`config.mk`:
```
export PLATFORM = sky130hd
export DESIGN_NAME = dwt_watchdog
export DESIGN_NICKNAME = d
export VERILOG_FILES = /design/src/rtl/dwt_pkg.sv /design/src/rtl/dwt_watchdog.sv
export VERILOG_INCLUDE_DIRS = /design/src /design/src/rtl
export SDC_FILE = /design/constraint.sdc
export NUM_CORES = 1
export LEC_CHECK = 0
export ABC_CLOCK_PERIOD_IN_PS = 2100
export CAP_MARGIN = 20
export CORE_ASPECT_RATIO = 0.5
export CORE_MARGIN = 3
export CORE_UTILIZATION = 33
export CTS_BUF_LIST = sky130_fd_sc_hd__clkbuf_16
export CTS_CLUSTER_SIZE = 40
export DETAILED_ROUTE_END_ITERATION = 8
export DONT_BUFFER_PORTS = 1
export HOLD_SLACK_MARGIN = 0.08
export PLACE_DENSITY_LB_ADDON = 0.2
export SLEW_MARGIN = 5
export SYNTH_ARGS = -nofsm -noshare
export SYNTH_HDL_FRONTEND = slang
export SYNTH_SLANG_ARGS = --single-unit
```
`constraint.sdc`:
```
create_clock -name ref_clk_i -period 2.1 [get_ports ref_clk_i]
set_input_delay 0.105 -clock ref_clk_i [delete_from_list [all_inputs] [get_ports ref_clk_i]]
set_output_delay 0.105 -clock ref_clk_i [all_outputs]
set_load 0.02 [all_outputs]
```
`src/rtl/dwt_consts.svh`:
```
`ifndef DWT_CONSTS_SVH
`define DWT_CONSTS_SVH
// Register map
`define DWT_ADDR_W 8
`define DWT_REG_COUNT_CONTROL 8'hd8
`define DWT_REG_RESET_VAL 8'hfe
// Field positions
`define DWT_BIT_ACTIVATE 0
`define DWT_BIT_SOFT_RESET 1
// Period field: six bits, register bit 7 is the counter LSB
`define DWT_PERIOD_BITS 6
`define DWT_BIT_PERIOD_LSB 7
// Clock: 200 MHz, 5 ns period
`define DWT_CLK_PERIOD_NS 5
// Internal clock divided by twelve, then by 256 for one counter step
`define DWT_DIV_CORE 12
`define DWT_DIV_PRESCALE 256
`define DWT_TICK_CYCLES (`DWT_DIV_CORE * `DWT_DIV_PRESCALE)
// Reset stretch after the source is removed, in divide-by-twelve ticks
`define DWT_RST_STRETCH_CYCLES 2048
`endif

```
`src/rtl/dwt_pkg.sv`:
```
package dwt_pkg;
   // Register bus request
   typedef struct packed {
      logic [7:0] addr;
      logic [7:0] wdata;
      logic wr;
      logic rd;
   } dwt_bus_req_t;

   // Reset sequencer states
   typedef enum logic [1:0] {
      DWT_RUN = 2'b00,
      DWT_HOLD = 2'b01,
      DWT_STRETCH = 2'b10
   } dwt_rst_state_t;
endpackage

```
`src/rtl/dwt_watchdog.sv`:
```
// The strobed register port is this design's own decision.
`timescale 1ns/10ps
`include "dwt_consts.svh"

module dwt_watchdog
(
   // Clock and reset
   input wire logic ref_clk_i,
   input wire logic arst_n_i,
   // Option and power control
   input wire logic hw_activation_i,
   input wire logic stop_req_i,
   input wire logic wake_irq_i,
   input wire logic ext_reset_req_i,
   // Register bus
   input wire dwt_pkg::dwt_bus_req_t bus_i,
   output logic [7:0] rdata_o,
   // System outputs
   output logic mcu_reset_o,
   output logic stop_mode_o,
   output logic wait_mode_o
);

   // Register image as software sees it
   logic [7:0] count_control;
   // Divider chain: twelve, then 256, giving one counter step
   logic [3:0] div12;
   logic [7:0] div256;
   logic tick;
   // Counter view and next-state terms
   logic active;
   logic [6:0] phys;
   logic [6:0] next_phys;
   logic [7:0] next_reg;
   logic wd_write;
   logic sr_fall;
   // Reset sequencer: the stretch counts divided ticks, not raw cycles
   logic [11:0] stretch_cnt;
   dwt_pkg::dwt_rst_state_t rst_state;
   logic rst_req;
   logic sync_rst;

   // Physical counter view: bit 6 is the soft-reset bit, 5..0 reversed period bits
   // bit reversal map
   function automatic logic [6:0] to_phys(input logic [7:0] r);
      logic [6:0] p;
      p = '0;
      p[`DWT_PERIOD_BITS] = r[`DWT_BIT_SOFT_RESET];
      for (int i = 0; i < `DWT_PERIOD_BITS; i++)
      begin
         p[i] = r[`DWT_BIT_PERIOD_LSB - i];
      end
      return p;
   endfunction

   // Inverse map; the activate bit never sits in the counter itself
   function automatic logic [7:0] from_phys(input logic [6:0] p, input logic act);
      logic [7:0] r;
      r = '0;
      r[`DWT_BIT_ACTIVATE] = act;
      r[`DWT_BIT_SOFT_RESET] = p[`DWT_PERIOD_BITS];
      for (int i = 0; i < `DWT_PERIOD_BITS; i++)
      begin
         r[`DWT_BIT_PERIOD_LSB - i] = p[i];
      end
      return r;
   endfunction

   assign active = hw_activation_i | count_control[`DWT_BIT_ACTIVATE];
   assign phys = to_phys(count_control);
   assign wd_write = bus_i.wr && (bus_i.addr == `DWT_REG_COUNT_CONTROL);

   // divide by twelve
   // Keeps running through the reset stretch, or the delay could never elapse;
   // restarts from zero in HOLD so every stretch is 2048 whole divided ticks
   always_ff @(posedge ref_clk_i or negedge arst_n_i)
   begin
      if (!arst_n_i)
      begin
         div12 <= 4'h0;
      end
      else if (rst_state == dwt_pkg::DWT_HOLD)
      begin
         div12 <= 4'h0;
      end
      else if (stop_mode_o && !wake_irq_i)
      begin
         div12 <= div12;
      end
      else if (div12 == 4'(`DWT_DIV_CORE - 1))
      begin
         div12 <= 4'h0;
      end
      else
      begin
         div12 <= div12 + 4'h1;
      end
   end

   // prescale by 256; prescaler frozen in STOP, resumes after wake
   always_ff @(posedge ref_clk_i or negedge arst_n_i)
   begin
      if (!arst_n_i)
      begin
         div256 <= 8'h00;
      end
      else if (sync_rst)
      begin
         div256 <= 8'h00;
      end
      else if (!(stop_mode_o && !wake_irq_i) && div12 == 4'(`DWT_DIV_CORE - 1))
      begin
         div256 <= div256 + 8'h01;
      end
   end

   // One counter step every 3072 cycles; no step while STOP is in force
   assign tick = !(stop_mode_o && !wake_irq_i) && (div12 == 4'(`DWT_DIV_CORE - 1))
                 && (div256 == 8'(`DWT_DIV_PRESCALE - 1));

   // Next register value; a write wins over the decrement in the same cycle
   // so a reload that meets a tick is never lost
   always_comb
   begin
      next_phys = phys;
      if (tick)
      begin
         next_phys = phys - 7'h01;
      end
      next_reg = from_phys(next_phys, count_control[`DWT_BIT_ACTIVATE]);
      if (wd_write)
      begin
         next_reg = bus_i.wdata;
         next_reg[`DWT_BIT_ACTIVATE] = bus_i.wdata[`DWT_BIT_ACTIVATE]
                                       | count_control[`DWT_BIT_ACTIVATE];
      end
      if (hw_activation_i)
      begin
         next_reg[`DWT_BIT_ACTIVATE] = 1'b1;
      end
   end

   // reset value; also reloaded whenever the internal reset is active
   // Writes during the stretch are thrown away on purpose
   always_ff @(posedge ref_clk_i or negedge arst_n_i)
   begin
      if (!arst_n_i)
      begin
         count_control <= `DWT_REG_RESET_VAL;
      end
      else if (sync_rst)
      begin
         count_control <= `DWT_REG_RESET_VAL;
      end
      else
      begin
         count_control <= next_reg;
      end
   end

   // bit 6 triggers; period is 1..64 ticks of 3072 cycles
   // no timeout while inactive
   // A write clearing the soft-reset bit still resets while inactive
   assign sr_fall = count_control[`DWT_BIT_SOFT_RESET] && !next_reg[`DWT_BIT_SOFT_RESET]
                    && (active || wd_write);
   assign rst_req = ext_reset_req_i || (!sync_rst && sr_fall);

   // stretch release
   // HOLD follows the external source; an external request in STRETCH
   // restarts the whole delay rather than shortening it
   always_ff @(posedge ref_clk_i or negedge arst_n_i)
   begin
      if (!arst_n_i)
      begin
         rst_state <= dwt_pkg::DWT_STRETCH;
         stretch_cnt <= 12'h000;
      end
      else
      begin
         case (rst_state)
            dwt_pkg::DWT_RUN:
            begin
               if (rst_req)
               begin
                  rst_state <= dwt_pkg::DWT_HOLD;
               end
            end
            dwt_pkg::DWT_HOLD:
            begin
               stretch_cnt <= 12'h000;
               if (!ext_reset_req_i)
               begin
                  rst_state <= dwt_pkg::DWT_STRETCH;
               end
            end
            dwt_pkg::DWT_STRETCH:
            begin
               if (ext_reset_req_i)
               begin
                  rst_state <= dwt_pkg::DWT_HOLD;
               end
               else if (div12 == 4'(`DWT_DIV_CORE - 1))
               begin
                  if (stretch_cnt == 12'(`DWT_RST_STRETCH_CYCLES - 1))
                  begin
                     rst_state <= dwt_pkg::DWT_RUN;
                  end
                  stretch_cnt <= stretch_cnt + 12'h001;
               end
            end
            default:
            begin
               rst_state <= dwt_pkg::DWT_HOLD;
            end
         endcase
      end
   end

   assign sync_rst = (rst_state != dwt_pkg::DWT_RUN);

   // Divider keeps running during the stretch so the delay can elapse
   // Output reset flop
   always_ff @(posedge ref_clk_i or negedge arst_n_i)
   begin
      if (!arst_n_i)
      begin
         mcu_reset_o <= 1'b1;
      end
      else
      begin
         mcu_reset_o <= sync_rst || rst_req;
      end
   end

   // wake clears STOP
   // The option input or the activate bit keeps the clock alive, so STOP degrades to WAIT
   always_ff @(posedge ref_clk_i or negedge arst_n_i)
   begin
      if (!arst_n_i)
      begin
         stop_mode_o <= 1'b0;
         wait_mode_o <= 1'b0;
      end
      else if (sync_rst || wake_irq_i)
      begin
         stop_mode_o <= 1'b0;
         wait_mode_o <= 1'b0;
      end
      else if (stop_req_i)
      begin
         stop_mode_o <= !active;
         wait_mode_o <= active;
      end
   end

   // Read data, one cycle after the strobe; unmapped reads return zero
   // The option input is ORed in so a read shows the bit set whenever the option input is high
   always_ff @(posedge ref_clk_i or negedge arst_n_i)
   begin
      if (!arst_n_i)
      begin
         rdata_o <= 8'h00;
      end
      else if (bus_i.rd && bus_i.addr == `DWT_REG_COUNT_CONTROL)
      begin
         rdata_o <= count_control | {7'h00, hw_activation_i};
      end
      else
      begin
         rdata_o <= 8'h00;
      end
   end

endmodule

```
==> results_dict.tcl <==
set metrics [dict create \
    crit_type "flop to flop" \
    grt_pass1_vias 1784 \
    die_h_microns 65.2 \
    grt_max_degree 46 \
    p_int_mw 1.66 \
    slew_headroom_pct 72.2 \
    antenna_cells 0 \
    cts_buffer_depth 2 \
    endpoint_kind "flop" \
    cts_root_buf "clkbuf_16" \
    rsz0062_at_grt "false" \
    final_common_cell "dfrtp_1" \
    syn-num-nets 257 \
    totalNegativeSetupSlack_ps 0 \
    register_area_sq_mm 0.00114 \
    r2r-start "div12[0]" \
    async_flop_share_pct 100 \
    ant_nets 0 \
    power_switching_mw 0.679 \
    wire_per_inst_microns 14.0 \
    critPathArrivalTime_ps 2050 \
    grt_pass1_wl_microns 8290 \
    start_util_pct 36.1 \
    totalWireLength_microns 4700 \
    first_pass_iters 4 \
    num_vias 1688 \
    cp_max_fo 4 \
    tightest_slew_ps 414 \
    maxCapViolations 0 \
    synth_cell_types 53 \
    p_leak_nw 1.15 \
    powerDensity_mw_per_mm2 858 \
    crit_required_ps 2310 \
    clkPwrFrac_pct 36.5 \
    drtIter0Drc 40 \
    row_count 20 \
    hp-class "primary input to flop" \
    die_w_microns 124 \
    syn_area_sq_mm 0.00231 \
    num_io_pins 35 \
    seq_power_share_pct 43.7 \
    final.fill_count 637 \
    setup_viol 0 \
    ys_ff_latch 45 \
    syn_avg_cell_area_sq_um 10.1 \
    cts_tree "done" \
    cts_setup_buffers 0 \
    crit_start "div12[0]" \
    critPathLaunchType "flop" \
    htree_levels 2 \
    cts_sinks 45 \
    synthCells 229 \
    antenna_found_initial 0 \
    clk_pin_slew_worst_paths_ps 60 \
    drc 0 \
    switching_share_pct 29.1 \
    most-common-layout-cells "36 x dfrtp_1, 25 x nor2_1, 23 x nand2_1" \
    p_comb_share_pct 19.7 \
    status "finished clean" \
    gp_congestion 0.806 \
    io_buffers 0 \
    fin_util_pct 42.5 \
    yosysSeqAreaShare_pct 49.2 \
    core_sq_mm 0.00641 \
    synth.area.top_cells "dfrtp_1 39%, dfstp_2 10%, xnor2_1 4.6%" \
    final_nets 274 \
    cts_hold_buf 15 \
    multi_input_area_sq_mm 0.00111 \
    vdd_drop_max_uv 467 \
    drv_slew 0 \
    skew_ps 6.26 \
    synth-edff-count 0 \
    yosysWarnings 0 \
    drive_above_1_share_pct 13.4 \
    grt_use_total_pct 12.5 \
    clock_latency_ps 280 \
    yosys.area.top_type "dfrtp_1" \
    synth_top_cell_area_share_pct 39.0 \
    fin_crit_ps 1840 \
    dpl.hpwl_microns 3360 \
    hp-start "wake_irq_i" \
    max_freq_ghz 0.544 \
    syn2layout_area_growth_pct 17.9 \
    grt-ovfl-total 0 \
    dieArea_sq_mm 0.00810 \
    viasPerCell 5.04 \
    synth-main-ff-cell "dfrtp_1" \
    ctsResizeCount 0 \
    min_period_over_period_pct 87.5 \
    hold_viol 0 \
    cts_made_buffers 5 \
]
## flip-flops by register name (all words and copies together), names as in the netlist
signal         flops
count_control      8
div12              4
div256             8
mcu_reset_o        1
rdata_o            8
rst_state          2
stop_mode_o        1
stretch_cnt       12
wait_mode_o        1
## metal layers
layer	wire [microns]	track usage, %
met5	0	0
met4	0	2.46
met3	133	3.17
met2	2340	22.0
met1	2220	16.0
## metrics by stage
stage / hold WS [ps] / area (sq um) / power (mW) / worst slack (ps) / cells
2_1_floorplan: -191 / 2310 / 1.36 / 417 / 229
3_3_place_gp: -190 / 2390 / 1.44 / 335 / 312
3_5_place_dp: -190 / 2390 / 1.45 / 269 / 312
4_1_cts: 85.1 / 2720 / 2.37 / 245 / 335
5_1_grt: 112 / 2720 / 2.48 / 138 / 335
6_report: 86.1 / 2720 / 2.34 / 263 / 335
## synth_stat cells, drive strengths merged, types with 2 or more instances
library cell and n:
dfrtp 36, buf 7, a22o 2, dfstp 9, nor4b 3, nor2 26, ha 4, nor4 5
and2 7, and4 3, nor2b 3, nor3b 3, nand2 24, or3 3, o21ai 6, xnor2 12
inv 5, nand4 2, a21oi 14, nor3 15, or4 2, xor2 6, a21o 3, and3 6
nand3 7
## critical path, cell delays in order, from the launching register on
cell	delay [ps]
dfrtp_1	380
ha_1	220
and3b_2	260
nand2_1	160
nor3_2	280
mux2_2	360
o21ai_1	110
## power by group through the flow
stage / clock network (mW) / logic (mW) / registers, mW
2_1_floorplan: 0 / 0.373 / 0.991
3_3_place_gp: 0 / 0.407 / 1.03
3_5_place_dp: 0 / 0.412 / 1.04
4_1_cts: 0.885 / 0.468 / 1.02
5_1_grt: 0.920 / 0.528 / 1.03
6_report: 0.854 / 0.462 / 1.02
## worst paths after layout
kind / endpoint / slack [ps] / cells after the start
hold / removal: div12[1] / 90 / 3
setup / recovery: count_control[6] / 260 / 6
max in group asynchronous: mcu_reset_o / 1480 / 2
min in group asynchronous: div256[1] / 350 / 2
setup reg to reg: count_control[6] / 260 / 6
hold reg to reg: rdata_o[6] / 520 / 1
## area by class of cell
type	instances	area share, %
Clock buffer	5	4.59
Inverter	5	0.689
Sequential cell	45	41.8
Multi-Input combinational cell	172	40.8
Timing Repair Buffer	17	6.71
Tap cell	88	4.04
Clock inverter	3	1.38
## kinds of logic after synthesis
kind of cell | count (synthesis) | share of synthesized area (%)
flops | 45 | 49.2
xor+xnor | 18 | 6.83
simple gates | 115 | 28.3
fa+ha+maj | 4 | 2.17
mux | 2 | 0.921
buf+inv | 12 | 2.60
compound gates | 33 | 9.91
(Power assumes the default switching activity.)
